--- src/design/ifd_cfg.svh ---
/*
 Field positions, widths and opcode constants of the instruction field decoder.
 Assumes big-endian bit numbering: printed bit n is vector bit 31-n.
*/
`ifndef IFD_CFG_SVH
`define IFD_CFG_SVH
`define IFD_OPC_MSB        31
`define IFD_OPC_LSB        26
`define IFD_F6_10_MSB      25
`define IFD_F6_10_LSB      21
`define IFD_F11_15_MSB     20
`define IFD_F11_15_LSB     16
`define IFD_F16_20_MSB     15
`define IFD_F16_20_LSB     11
`define IFD_F6_8_MSB       25
`define IFD_F6_8_LSB       23
`define IFD_F11_13_MSB     20
`define IFD_F11_13_LSB     18
`define IFD_BD_MSB         15
`define IFD_BD_LSB         2
`define IFD_LI_MSB         25
`define IFD_LI_LSB         2
`define IFD_AA_BIT         1
`define IFD_LK_BIT         0
`define IFD_OPC_BC         6'h10
`define IFD_OPC_B          6'h12
`define IFD_OPC_CRLOG      6'h13
`define IFD_OPC_MCRFS      6'h3f
`define IFD_XO_MCRF        10'h000
`define IFD_XO_MCRFS       10'h040
`define IFD_NEXT_INC       32'h0000_0004
`endif

--- src/design/ifd_pkg.sv ---
/*
 Types shared by the instruction field decoder.
 Assumes ifd_cfg.svh is in the include path.
*/
package ifd_pkg;
    typedef enum logic [1:0] {
        IFD_CLS_OTHER = 2'b00,
        IFD_CLS_BCOND = 2'b01,
        IFD_CLS_BUNC  = 2'b11,
        IFD_CLS_CRFLD = 2'b10
    } ifd_class_t;

    typedef struct packed {
        logic [5:0]  opcode;
        logic [4:0]  cond_bit_src_first;
        logic [4:0]  cond_bit_src_second;
        logic [4:0]  cond_bit_dest;
        logic [2:0]  cond_field_dest;
        logic [2:0]  cond_field_src;
        logic [4:0]  branch_test_select;
        logic [4:0]  branch_option_code;
        logic        absolute_target_flag;
        logic        link_update_flag;
    } ifd_fields_t;

    typedef struct packed {
        logic [31:0] target;
        logic [31:0] link_addr;
        logic        link_we;
        logic        is_branch;
    } ifd_branch_t;
endpackage

--- src/design/ifd_target.sv ---
/*
 Combinational branch target adder of the instruction field decoder.
 Assumes instr and pc are held steady through the cycle in which the word is taken.
*/
`timescale 1ns/1ps
`include "ifd_cfg.svh"
module ifd_target (
    input  wire logic [31:0] instr,
    input  wire logic [31:0] pc,
    input  wire logic        is_cond,
    output logic      [31:0] target
);
    logic [31:0] disp;
    logic [31:0] sum;

    always_comb begin
        if (is_cond) begin
            disp = {{16{instr[`IFD_BD_MSB]}}, instr[`IFD_BD_MSB:`IFD_BD_LSB], 2'b00};
        end else begin
            disp = {{6{instr[`IFD_LI_MSB]}}, instr[`IFD_LI_MSB:`IFD_LI_LSB], 2'b00};
        end
    end

    // Low bits of pc dropped so a misaligned fetch address cannot leak in
    assign sum = disp + {pc[31:2], 2'b00};

    always_comb begin
        if (instr[`IFD_AA_BIT]) begin
            target = disp;
        end else begin
            target = sum;
        end
        target[1:0] = 2'b00;
    end
endmodule

--- src/design/ifd_decoder.sv ---
/*
 Instruction field decoder: one registered stage from fetch to execution units.
 Assumes instr_valid is a one-cycle strobe from same-clock fetch logic.
*/
// Functional notes
// - Instructions are aligned words; address low bits ignored
// - Generated addresses have low two bits zero
// - Primary opcode from bits 0 to 5
// - Nonzero reserved field marks form invalid
// - Wrong fixed-value field marks form invalid
// - Split fields concatenated left to right
// - Relative target adds branch instruction address
// - Absolute target is displacement alone
// - Conditional displacement 14 bits, shifted, extended
// - Source condition bits from 11:15, 16:20
// - Destination condition field from bits 6:8
// - Source condition field from bits 11:13
// - Branch test bit from bits 11:15
// - Branch option code from bits 6:10
// - Destination condition bit from bits 6:10
// - Long offset 24 bits, shifted, extended
// - Link flag stores next instruction address
`timescale 1ns/1ps
`include "ifd_cfg.svh"
module ifd_decoder (
    input  wire logic                clk,
    input  wire logic                sys_rst,
    input  wire logic                instr_valid,
    input  wire logic [31:0]         instr,
    input  wire logic [31:0]         instr_addr,
    output logic                     dec_valid_q,
    output ifd_pkg::ifd_fields_t     fields_q,
    output ifd_pkg::ifd_branch_t     branch_q,
    output ifd_pkg::ifd_class_t      class_q,
    output logic                     invalid_form_q
);
    ifd_pkg::ifd_fields_t fields_d;
    ifd_pkg::ifd_branch_t branch_d;
    ifd_pkg::ifd_class_t  class_d;
    logic                 invalid_d;
    logic [31:0]          pc_al;
    logic [31:0]          target;
    logic [5:0]           opc;
    logic [9:0]           xo;

    function automatic logic [4:0] fld5(input logic [31:0] w, input int lsb);
        fld5 = 5'((w >> lsb) & 32'h0000_001f);
    endfunction

    assign pc_al = {instr_addr[31:2], 2'b00};
    assign opc   = instr[`IFD_OPC_MSB:`IFD_OPC_LSB];
    assign xo    = instr[10:1];

    ifd_target u_target (
        .instr   (instr),
        .pc      (pc_al),
        .is_cond (opc == `IFD_OPC_BC),
        .target  (target)
    );

    always_comb begin
        fields_d.opcode               = opc;
        fields_d.cond_bit_src_first   = fld5(instr, `IFD_F11_15_LSB);
        fields_d.cond_bit_src_second  = fld5(instr, `IFD_F16_20_LSB);
        fields_d.cond_bit_dest        = fld5(instr, `IFD_F6_10_LSB);
        fields_d.cond_field_dest      = instr[`IFD_F6_8_MSB:`IFD_F6_8_LSB];
        fields_d.cond_field_src       = instr[`IFD_F11_13_MSB:`IFD_F11_13_LSB];
        fields_d.branch_test_select   = fld5(instr, `IFD_F11_15_LSB);
        fields_d.branch_option_code   = fld5(instr, `IFD_F6_10_LSB);
        fields_d.absolute_target_flag = instr[`IFD_AA_BIT];
        fields_d.link_update_flag     = instr[`IFD_LK_BIT];
    end

    always_comb begin
        class_d   = ifd_pkg::IFD_CLS_OTHER;
        invalid_d = 1'b0;
        case (opc)
            `IFD_OPC_BC: begin
                class_d = ifd_pkg::IFD_CLS_BCOND;
            end
            `IFD_OPC_B: begin
                class_d = ifd_pkg::IFD_CLS_BUNC;
            end
            `IFD_OPC_CRLOG, `IFD_OPC_MCRFS: begin
                // Field moves: pad bits 9:10, 14:20, 31 reserved; xo fixed
                if ((opc == `IFD_OPC_CRLOG && xo == `IFD_XO_MCRF)
                    || (opc == `IFD_OPC_MCRFS && xo == `IFD_XO_MCRFS)) begin
                    class_d   = ifd_pkg::IFD_CLS_CRFLD;
                    invalid_d = (instr[22:21] != 2'b00) || (instr[17:11] != 7'h00)
                                || instr[0];
                end else if (opc == `IFD_OPC_MCRFS) begin
                    invalid_d = 1'b0;
                end else if (instr[0]) begin
                    // Condition-bit logic forms need link bit fixed at zero
                    invalid_d = 1'b1;
                end
            end
            default: begin
                class_d = ifd_pkg::IFD_CLS_OTHER;
            end
        endcase
    end

    // No split fields in the decoded set; all are contiguous, left to right
    always_comb begin
        branch_d.is_branch = (class_d == ifd_pkg::IFD_CLS_BCOND)
                             || (class_d == ifd_pkg::IFD_CLS_BUNC);
        branch_d.target    = target;
        branch_d.link_addr = pc_al + `IFD_NEXT_INC;
        branch_d.link_we   = branch_d.is_branch && instr[`IFD_LK_BIT];
    end

    always_ff @(posedge clk or posedge sys_rst) begin
        if (sys_rst) begin
            dec_valid_q <= 1'b0;
        end else begin
            dec_valid_q <= instr_valid;
        end
    end

    always_ff @(posedge clk or posedge sys_rst) begin
        if (sys_rst) begin
            fields_q <= '0;
            branch_q <= '0;
            class_q  <= ifd_pkg::IFD_CLS_OTHER;
        end else if (instr_valid) begin
            fields_q <= fields_d;
            branch_q <= branch_d;
            class_q  <= class_d;
        end
    end

    // Flag travels with its word so exception logic can squash it
    always_ff @(posedge clk or posedge sys_rst) begin
        if (sys_rst) begin
            invalid_form_q <= 1'b0;
        end else begin
            invalid_form_q <= instr_valid && invalid_d;
        end
    end

    // Checks look one edge after the word is taken
    AST_TGT_ALIGN: assert property (@(posedge clk) disable iff (sys_rst)
        dec_valid_q |-> branch_q.target[1:0] == 2'b00)
        else $error("target not word aligned");
    AST_OPCODE: assert property (@(posedge clk) disable iff (sys_rst)
        instr_valid |=> fields_q.opcode == $past(instr[31:26]))
        else $error("opcode not from top six bits");
    AST_REL: assert property (@(posedge clk) disable iff (sys_rst)
        instr_valid && instr[31:26] == `IFD_OPC_BC && !instr[1] |=>
        branch_q.target == ({{16{$past(instr[15])}}, $past(instr[15:2]), 2'b00}
        + {$past(instr_addr[31:2]), 2'b00}))
        else $error("relative target wrong");
    AST_ABS: assert property (@(posedge clk) disable iff (sys_rst)
        instr_valid && instr[31:26] == `IFD_OPC_B && instr[1] |=>
        branch_q.target == {{6{$past(instr[25])}}, $past(instr[25:2]), 2'b00})
        else $error("absolute target wrong");
    AST_LINK: assert property (@(posedge clk) disable iff (sys_rst)
        dec_valid_q && branch_q.link_we |->
        branch_q.link_addr == {$past(instr_addr[31:2]), 2'b00} + 32'h4)
        else $error("link address wrong");
    AST_SRCBITS: assert property (@(posedge clk) disable iff (sys_rst)
        instr_valid |=> fields_q.cond_bit_src_first == $past(instr[20:16])
        && fields_q.cond_bit_src_second == $past(instr[15:11]))
        else $error("source bit selectors wrong");
    AST_CRFIELDS: assert property (@(posedge clk) disable iff (sys_rst)
        instr_valid |=> fields_q.cond_field_dest == $past(instr[25:23])
        && fields_q.cond_field_src == $past(instr[20:18]))
        else $error("field selectors wrong");
    AST_BOBI: assert property (@(posedge clk) disable iff (sys_rst)
        instr_valid |=> fields_q.branch_option_code == $past(instr[25:21])
        && fields_q.branch_test_select == $past(instr[20:16]))
        else $error("branch option or test select wrong");
    AST_RSVD: assert property (@(posedge clk) disable iff (sys_rst)
        instr_valid && instr[31:26] == `IFD_OPC_CRLOG && instr[10:1] == 10'h000
        && instr[0] |=> invalid_form_q)
        else $error("reserved bit not flagged");
    AST_NOINV: assert property (@(posedge clk) disable iff (sys_rst)
        !instr_valid |=> !invalid_form_q)
        else $error("invalid flag without instruction");

    // Field extraction, target modes and form checks per opcode
    AST_VALID: assert property (@(posedge clk) disable iff (sys_rst)
        instr_valid |=> dec_valid_q)
        else $error("decode strobe missing");
    AST_DESTBIT: assert property (@(posedge clk) disable iff (sys_rst)
        instr_valid |=> fields_q.cond_bit_dest == $past(instr[25:21]))
        else $error("destination bit selector wrong");
    AST_SRCFLD: assert property (@(posedge clk) disable iff (sys_rst)
        instr_valid |=> fields_q.cond_field_src == $past(instr[20:18]))
        else $error("source field selector wrong");
    AST_TESTSEL: assert property (@(posedge clk) disable iff (sys_rst)
        instr_valid && instr[31:26] == `IFD_OPC_BC |=>
        fields_q.branch_test_select == $past(instr[20:16]))
        else $error("branch test select wrong");
    AST_AA_FLAG: assert property (@(posedge clk) disable iff (sys_rst)
        instr_valid |=> fields_q.absolute_target_flag == $past(instr[1]))
        else $error("absolute flag wrong");
    AST_BC_ABS: assert property (@(posedge clk) disable iff (sys_rst)
        instr_valid && instr[31:26] == `IFD_OPC_BC && instr[1] |=>
        branch_q.target == {{16{$past(instr[15])}}, $past(instr[15:2]), 2'b00})
        else $error("conditional displacement wrong");
    AST_B_REL: assert property (@(posedge clk) disable iff (sys_rst)
        instr_valid && instr[31:26] == `IFD_OPC_B && !instr[1] |=>
        branch_q.target == ({{6{$past(instr[25])}}, $past(instr[25:2]), 2'b00}
        + {$past(instr_addr[31:2]), 2'b00}))
        else $error("long relative target wrong");
    AST_LINK_WE: assert property (@(posedge clk) disable iff (sys_rst)
        instr_valid && (instr[31:26] == `IFD_OPC_BC || instr[31:26] == `IFD_OPC_B) |=>
        branch_q.link_we == $past(instr[0]))
        else $error("link write enable wrong");
    AST_FIXED: assert property (@(posedge clk) disable iff (sys_rst)
        instr_valid && instr[31:26] == `IFD_OPC_CRLOG && instr[10:1] != `IFD_XO_MCRF
        && instr[0] |=> invalid_form_q)
        else $error("fixed field not flagged");
    AST_FLD_CLS: assert property (@(posedge clk) disable iff (sys_rst)
        instr_valid && instr[31:26] == `IFD_OPC_MCRFS && instr[10:1] == `IFD_XO_MCRFS
        |=> class_q == ifd_pkg::IFD_CLS_CRFLD)
        else $error("field move not classed");
    AST_RSVD_PAD: assert property (@(posedge clk) disable iff (sys_rst)
        instr_valid && instr[31:26] == `IFD_OPC_CRLOG && instr[10:1] == `IFD_XO_MCRF
        && instr[22:21] != 2'b00 |=> invalid_form_q)
        else $error("reserved pad not flagged");
    AST_GOOD_FORM: assert property (@(posedge clk) disable iff (sys_rst)
        instr_valid && instr[31:26] == `IFD_OPC_MCRFS && instr[10:1] == `IFD_XO_MCRFS
        && instr[22:21] == 2'b00 && instr[17:11] == 7'h00 && !instr[0]
        |=> !invalid_form_q)
        else $error("clean field move flagged");

    COV_BC: cover property (@(posedge clk) instr_valid && instr[31:26] == `IFD_OPC_BC);
    COV_BL: cover property (@(posedge clk) dec_valid_q && branch_q.link_we);
    COV_INV: cover property (@(posedge clk) invalid_form_q);
    COV_CRFLD: cover property (@(posedge clk) dec_valid_q && class_q == ifd_pkg::IFD_CLS_CRFLD);
    COV_ABS: cover property (@(posedge clk) instr_valid && instr[31:26] == `IFD_OPC_B && instr[1]);
endmodule

--- config.mk ---
export PLATFORM = sky130hd
export DESIGN_NAME = ifd_decoder
export DESIGN_NICKNAME = d
export VERILOG_FILES = /design/src/design/ifd_pkg.sv /design/src/design/ifd_target.sv /design/src/design/ifd_decoder.sv
export VERILOG_INCLUDE_DIRS = /design/src /design/src/design
export SDC_FILE = /design/constraint.sdc
export NUM_CORES = 1
export LEC_CHECK = 0
export ABC_AREA = 1
export BUFFER_PORTS_ARGS = -buffer_cell sky130_fd_sc_hd__clkbuf_2
export CORE_UTILIZATION = 54
export DETAILED_ROUTE_END_ITERATION = 7
export GPL_TIMING_DRIVEN = 0
export PLACE_DENSITY = 0.81
export SYNTH_ARGS = -nofsm -noshare
export SYNTH_HDL_FRONTEND = slang
export SYNTH_SLANG_ARGS = --single-unit
--- constraint.sdc ---
create_clock -name clk -period 3.88 [get_ports clk]
set_input_delay 0.582 -clock clk [delete_from_list [all_inputs] [get_ports clk]]
set_output_delay 0.582 -clock clk [all_outputs]
set_load 0.05 [all_outputs]
==> impl_metrics.py, run 1 <==
metrics = {
    "clocking": {
        "clock_latency_ps": 360,
        "cts_setup_buffers": 0,
        "clk_path_buf_depth": 2,
        "cts_hold_buf": 0,
        "root_buffer": "clkbuf_16",
        "cts_buffers": 9,
        "h-tree-depth": 3,
        "clkTransAtPathRegs_ps": 70,
        "cts_tree": "done",
        "cts_num_sinks": 88,
        "post_cts_resize_count": 0,
    },
    "logic_synthesis": {
        "seq_area_frac_synth_pct": 32.3,
        "synth-async-reset-ratio_pct": 100,
        "syn_avg_cell_area_um2": 6.51,
        "synthesis.area_um2": 6810,
        "synth_edf_count": 0,
        "ys_types": 40,
        "synth_warnings": 0,
        "synth_cells": 1047,
        "synth-seq-cells": 88,
        "yosys_most_used_dff": "dfrtp_1",
    },
    "placement": {
        "routabilityCongestion": 0.942,
        "dp_slack_ps": 767,
        "portBuffers": 168,
        "dp.final_hpwl_um": 18000,
    },
    "floorplanning": {
        "fp.dieW_um": 114,
        "coreArea_um2": 12200,
        "io-pin-count": 176,
        "rows": 40,
        "dieArea_um2": 13100,
        "die_height_um": 114,
        "initial_core_util_pct": 56.0,
    },
    "detailed_routing": {
        "drt-total-wl_um": 22300,
        "ant_nets": 0,
        "drt-initial-drc-count": 674,
        "wire_per_inst_um": 15.9,
        "drc": 0,
        "via_count": 7351,
        "via_per_inst": 5.24,
        "drt_first_pass_iters": 5,
    },
    "global_routing": {
        "gr-total-overflow": 0,
        "antenna_found_initial": 0,
        "grt_pass1_vias": 6665,
        "grt_max_degree": 64,
        "grtUsageTotal_pct": 35.2,
        "grt_pass1_wl_um": 34700,
    },
    "sta": {
        "maxSlewViolCount": 0,
        "worst_slack_ps": 1070,
        "tns_ps": 0,
        "setup_viol": 0,
        "period_minus_slack_ps": 2810,
        "fin_worst_skew_ps": 0,
        "relSlewSlack_pct": 51.6,
        "hold_viol_final": 0,
        "clock.fmax_mhz": 356,
        "rsz0062_at_grt": "no",
        "finalCritPeriodShare_pct": 72.3,
        "worst_slew_pin_slew_ps": 726,
    },
    "setup_path": {
        "rr_startpoint": "branch_q[7]",
        "crit_start": "instr[30]",
        "critPathLaunchType": "primary input",
        "worstSetupPathType": "in -> reg",
        "crit_path_end_kind": "flop",
        "critPathArrivalTime_ps": 3090,
        "timing.critical_path.required_ps": 4160,
        "cp_max_fo": 9,
    },
    "final_layout": {
        "final_cell_mix": "374 x nand2_1, 168 x clkbuf_2, 147 x inv_1",
        "num_antenna_cells": 0,
        "nets": 1329,
        "areaGrowthSynthToFinish_pct": 20.1,
        "n_fill_cell": 1173,
        "utilization_pct": 67.3,
        "final_common_cell": "nand2_1",
        "drive_above_1_share_pct": 19.4,
    },
    "outcome": {
        "outcome": "finished clean",
    },
    "run": {
        "max-cap-violations": 0,
    },
    "worst_hold_path": {
        "min_path_type": "in -> async",
    },
    "pwr": {
        "p_leak_nw": 4.73,
        "power.density_nw_per_um2": 382,
        "p_total_mw": 3.12,
        "peakVddDrop_v": 0.000233,
    },
}
## through the flow
| step | hold WS [ps] | cells | cell area (um2) |
|---|---|---|---|
| 3_3_place_gp | 454 | 1386 | 7880 |
| 4_1_cts | 202 | 1403 | 8180 |
| 2_1_floorplan | 613 | 1050 | 6820 |
| 6_report | 191 | 1403 | 8180 |
| 5_1_grt | 231 | 1403 | 8180 |
| 3_5_place_dp | 460 | 1387 | 7910 |
## path summary, 6_finish.rpt
kind                                 to  slack [ps]  cells after the start
max                        branch_q[60]        1070                     16
min in group clk            dec_valid_q         340                      1
max reg2reg                 branch_q[7]        3150                      1
max in group asynchronous  branch_q[38]        3070                      3
min reg2reg                 branch_q[5]         480                      2
min                        branch_q[29]         190                      2
## report_power, final
part | switching [mW] | total [mW] | internal, mW
clock | 0.410 | 0.852 | 0.441
combinational | 0.900 | 1.20 | 0.302
sequential | 0.0570 | 1.07 | 1.01
total | 1.37 | 3.12 | 1.76
## cells by family (layout without fill, tap and decap cells)
group / Yosys count / after routing / share of synthesized area (%)
adder cells (fa/ha/maj): 32 / 32 / 5.99
other: 1 / 4 / 0.0550
XOR/XNOR: 25 / 25 / 3.21
flip-flops: 88 / 88 / 32.3
AND/OR/NAND/NOR: 572 / 572 / 36.1
buffers and inverters: 198 / 383 / 12.1
AO/OA/AOI/OAI: 131 / 131 / 10.2
## worst max-delay path, cell delays in order
cell	delay, ps
clkbuf_2	100
inv_1	100
nor2_2	70
nand3_1	80
inv_1	120
o21ai_0	400
inv_1	90
ha_1	390
nand2_1	120
nor2_1	250
nand2_1	140
nor3_1	150
nand2_1	110
nand4_1	110
nand3_1	110
a21oi_1	160
## final cells by class
cell class	instances	area (um2)	area share (%)
buffer	45	250	3.06
timing repair buffer	169	868	10.6
multi-input combinational	764	3800	46.4
tap	168	210	2.57
clock inverter	7	53.8	0.657
clock buffer	9	225	2.75
inverter	153	577	7.05
sequential	88	2200	26.9
## metal layers
layer	track usage, %	up-vias	part of all wire, %
li1	-	3640	-
met3	4.71	58	6.3
met2	55.5	303	45
met1	47.9	3350	45
met4	17.1	0	4.1
met5	0	-	0
## flip-flops by register name, indices dropped and copies added (netlist names)
signal and count:
class_q 2, dec_valid_q 1, fields_q 23, branch_q 61
invalid_form_q 1
## synth_stat cells, types with 2 or more instances
| cell | n | share of area, % |
|---|---|---|
| nand2_2 | 5 | 0.46 |
| ha_1 | 31 | 5.7 |
| buf_4 | 21 | 2.3 |
| o21ai_0 | 55 | 4.0 |
| nand4_1 | 10 | 0.92 |
| and3_1 | 2 | 0.18 |
| buf_2 | 2 | 0.15 |
| nand3b_1 | 4 | 0.44 |
| dfrtp_1 | 88 | 32 |
| nand2_1 | 374 | 21 |
| nor2_1 | 77 | 4.2 |
| nor2_4 | 5 | 0.83 |
| nor2_2 | 3 | 0.28 |
| inv_2 | 5 | 0.28 |
| nor4_1 | 6 | 0.55 |
| a21oi_1 | 56 | 4.1 |
| o21ai_1 | 3 | 0.22 |
| nor3_2 | 3 | 0.44 |
| a31oi_1 | 7 | 0.64 |
| nor3_1 | 11 | 0.81 |
| nand3_1 | 63 | 4.6 |
| o21bai_1 | 5 | 0.55 |
| nand2_4 | 2 | 0.33 |
| clkbuf_1 | 22 | 1.2 |
| xor2_1 | 25 | 3.2 |
| inv_1 | 148 | 8.2 |
(Power assumes the default switching activity.)
==> run 2, diff against run 1 <==
- ABC_AREA: 1 -> 0
- CORE_UTILIZATION: 54 -> 47
- PLACE_DENSITY: 0.81 -> 0.77
- clock period: 3.88 -> 2.3 ns (I/O delays scaled with it)
==> run 2 against run 1 <==
  * The run now ends with design-rule violations, negative setup slack left
  * Area after synthesis down 16%
  * Clock-buffer cell count up 1
  * Synthesized cell count down 38%
  * Register-to-register slack worse by 1700 ps
  * Final area down 1.8%
  * Via count down 20%
  * Clock power up 81%
  * Non-clock buffer count up 37
  * Combinational power up 88%
==> impl_metrics.py, run 2 <==
metrics = {
    "placement": {
        "placed_area_um2": 6900,
        "routabilityCongestion": 0.960,
        "dp.final_hpwl_um": 12600,
        "portBuffers": 169,
    },
    "clocking": {
        "clock_latency_ps": 350,
        "h-tree-depth": 3,
        "clk_path_buf_depth": 2,
        "cts_num_sinks": 88,
        "root_buffer": "clkbuf_16",
        "cts_buffers": 9,
        "cts_tree": "done",
        "clkTransAtPathRegs_ps": 70,
    },
    "setup_path": {
        "timing.rr.end": "branch_q[63]",
        "cp_max_fo": 6,
        "crit_buf_inv": 4,
        "crit_path_end_kind": "flop",
        "crit_slowest_cell": "a221o_1",
        "critical_path.top_delay_family": "compound AO/OA/AOI/OAI gates",
        "critPathArrivalTime_ps": 2980,
        "rr_startpoint": "branch_q[63]",
        "worstSetupPathType": "in -> reg",
        "ff2ff_setup_slack_ps": 1450,
        "critPathMostFrequentCell": "buf_4",
        "slowest_delay_ps": 320,
        "reg2reg_depth": 1,
        "cp_cell_sequence": "buf_8, nor3_4, nand3b_1, buf_6, nor2_2, nand2_2, buf_4, nand2_1, ha_4, a21oi_1, o21ai_1, a21oi_2, buf_4, a31oi_4, xor2_1, a221o_1",
        "timing.critical_path.required_ps": 2540,
        "critPathLaunchType": "primary input",
    },
    "detailed_routing": {
        "drt-total-wl_um": 18500,
        "via_count": 5862,
        "drc": 11,
        "via_per_inst": 5.79,
        "ant_nets": 0,
        "drt-initial-drc-count": 373,
        "dr_wl_met2_um": 9020,
        "wl_met1_um": 7630,
        "drt_first_pass_iters": 7,
        "top_layer": "met4",
        "met3_length_um": 1380,
        "wire_per_inst_um": 18.3,
    },
    "logic_synthesis": {
        "synth_warnings": 0,
        "synth-async-reset-ratio_pct": 100,
        "synth.largest_area_cell": "dfrtp_1",
        "yosys_most_used_dff": "dfrtp_1",
        "synth_top_cells_by_area": "dfrtp_1 38%, a21oi_1 8.0%, ha_1 6.8%",
        "synth_edf_count": 0,
        "syn_avg_cell_area_um2": 8.85,
        "yosysMostFrequentCell": "a21oi_1",
        "seq_area_frac_synth_pct": 38.5,
        "synthesis.area_um2": 5720,
        "synth_common_cells": "92 x a21oi_1, 88 x dfrtp_1, 76 x nor2_1",
        "ys_types": 63,
        "synth_top_area_share_pct": 38.5,
        "synth-seq-cells": 88,
        "synth_cells": 647,
    },
    "worst_hold_path": {
        "worstHoldPathCells": 1,
        "min_path_type": "in -> reg",
        "hp-start": "instr_valid",
        "hold_end": "dec_valid_q",
    },
    "final_layout": {
        "n_fill_cell": 856,
        "final_cell_mix": "160 x clkbuf_2, 88 x dfrtp_1, 82 x a21oi_1",
        "largest_register_ffs": 61,
        "drive_above_1_share_pct": 39.4,
        "final_cell_area_um2": 8030,
        "nets": 964,
        "final_common_cell": "clkbuf_2",
        "top_regs": "branch_q (61), fields_q (23), class_q (2)",
        "areaGrowthSynthToFinish_pct": 40.4,
        "largest_register": "branch_q",
        "num_antenna_cells": 0,
    },
    "sta": {
        "finalHoldWorstSlack_ps": 155,
        "maxSlewViolCount": 0,
        "clock.fmax_mhz": 364,
        "worst_slew_pin_slew_ps": 864,
        "setup_viol": 12,
        "rsz0062_at_grt": "yes",
        "tns_ps": -4120,
        "relSlewSlack_pct": 42.4,
        "hold_viol_final": 0,
        "fin_worst_skew_ps": 0,
        "finalCritPeriodShare_pct": 119,
        "period_minus_slack_ps": 2740,
        "worst_slack_ps": -444,
    },
    "outcome": {
        "outcome": "finished, violations left",
        "violations": "design-rule violations, negative setup slack",
    },
    "global_routing": {
        "grt_max_degree": 44,
        "grt_pass1_wl_um": 27800,
        "antenna_found_initial": 0,
        "grt_pass1_vias": 5463,
        "gr-total-overflow": 0,
        "grtUsageTotal_pct": 28.5,
    },
    "pwr": {
        "power.density_nw_per_um2": 701,
        "p_leak_nw": 3.65,
        "p_total_mw": 5.63,
        "peakVddDrop_v": 0.000410,
    },
    "floorplanning": {
        "rows": 39,
        "io-pin-count": 176,
        "coreArea_um2": 11700,
        "initial_core_util_pct": 49.1,
        "fp.dieW_um": 112,
        "die_height_um": 112,
        "dieArea_um2": 12600,
    },
    "run": {
        "max-cap-violations": 0,
    },
}
run 2: power breakdown:
| part | switching [mW] | total [mW] | internal, mW |
|---|---|---|---|
| clock | 0.663 | 1.54 | 0.875 |
| combinational | 1.52 | 2.26 | 0.734 |
| sequential | 0.112 | 1.83 | 1.72 |
run 2: final cells by class:
type	count	area, um2	share of cell area [%]
clock inverters	6	68.8	0.857
flip-flops and latches	88	2200	27.4
multi-input cells	497	3780	47.1
well taps	143	179	2.23
inverters	18	71.3	0.888
clock buffers	10	239	2.97
repair buffers	205	1210	15.1
plain buffers	46	277	3.44
run 2: routing by layer:
| metal | vias to the layer above | track usage [%] |
|---|---|---|
| met5 | - | 0 |
| met4 | 0 | 11.8 |
| met3 | 33 | 5.18 |
| met2 | 262 | 46.7 |
| met1 | 2849 | 37.4 |
| li1 | 2718 | - |
run 2: how the worst max path moves through the flow:
stage          cells past startpoint      start            to
3_3_place_gp                      13  instr[31]  branch_q[64]
5_1_grt                           16  instr[31]  branch_q[63]
4_1_cts                           15  instr[28]  branch_q[63]
6_report                          16  instr[31]  branch_q[63]
2_1_floorplan                     16  instr[31]  branch_q[61]
3_5_place_dp                      13  instr[31]  branch_q[64]
run 2: cell families (layout without fill, tap and decap cells):
| kind of cell | after synthesis | after routing | synth area share (%) |
|---|---|---|---|
| other cells | 1 | 4 | 0.0655 |
| compound gates | 179 | 179 | 18.8 |
| flops | 88 | 88 | 38.5 |
| simple gates | 204 | 204 | 16.7 |
| buf+inv | 65 | 285 | 5.68 |
| xor+xnor | 46 | 46 | 7.04 |
| mux | 32 | 32 | 6.12 |
| fa+ha+maj | 32 | 32 | 7.13 |
run 2: through the flow:
step                      worst slack [ps]  instances  util, %
after floorplan                       -559        650        -
after global placement               -1250        962     58.9
after detailed placement             -1260        964     59.2
after CTS                             -387       1000     65.4
after global routing                  -527       1013     68.9
final                                 -444       1013     68.9
run 2: repair_timing:
action,in CTS,in global routing
hold endpoints to repair,9,0
setup endpoints to repair,13,17
buffers inserted,20,14
pin swaps,27,40
hold buffers,1,0
gates resized for setup,47,68
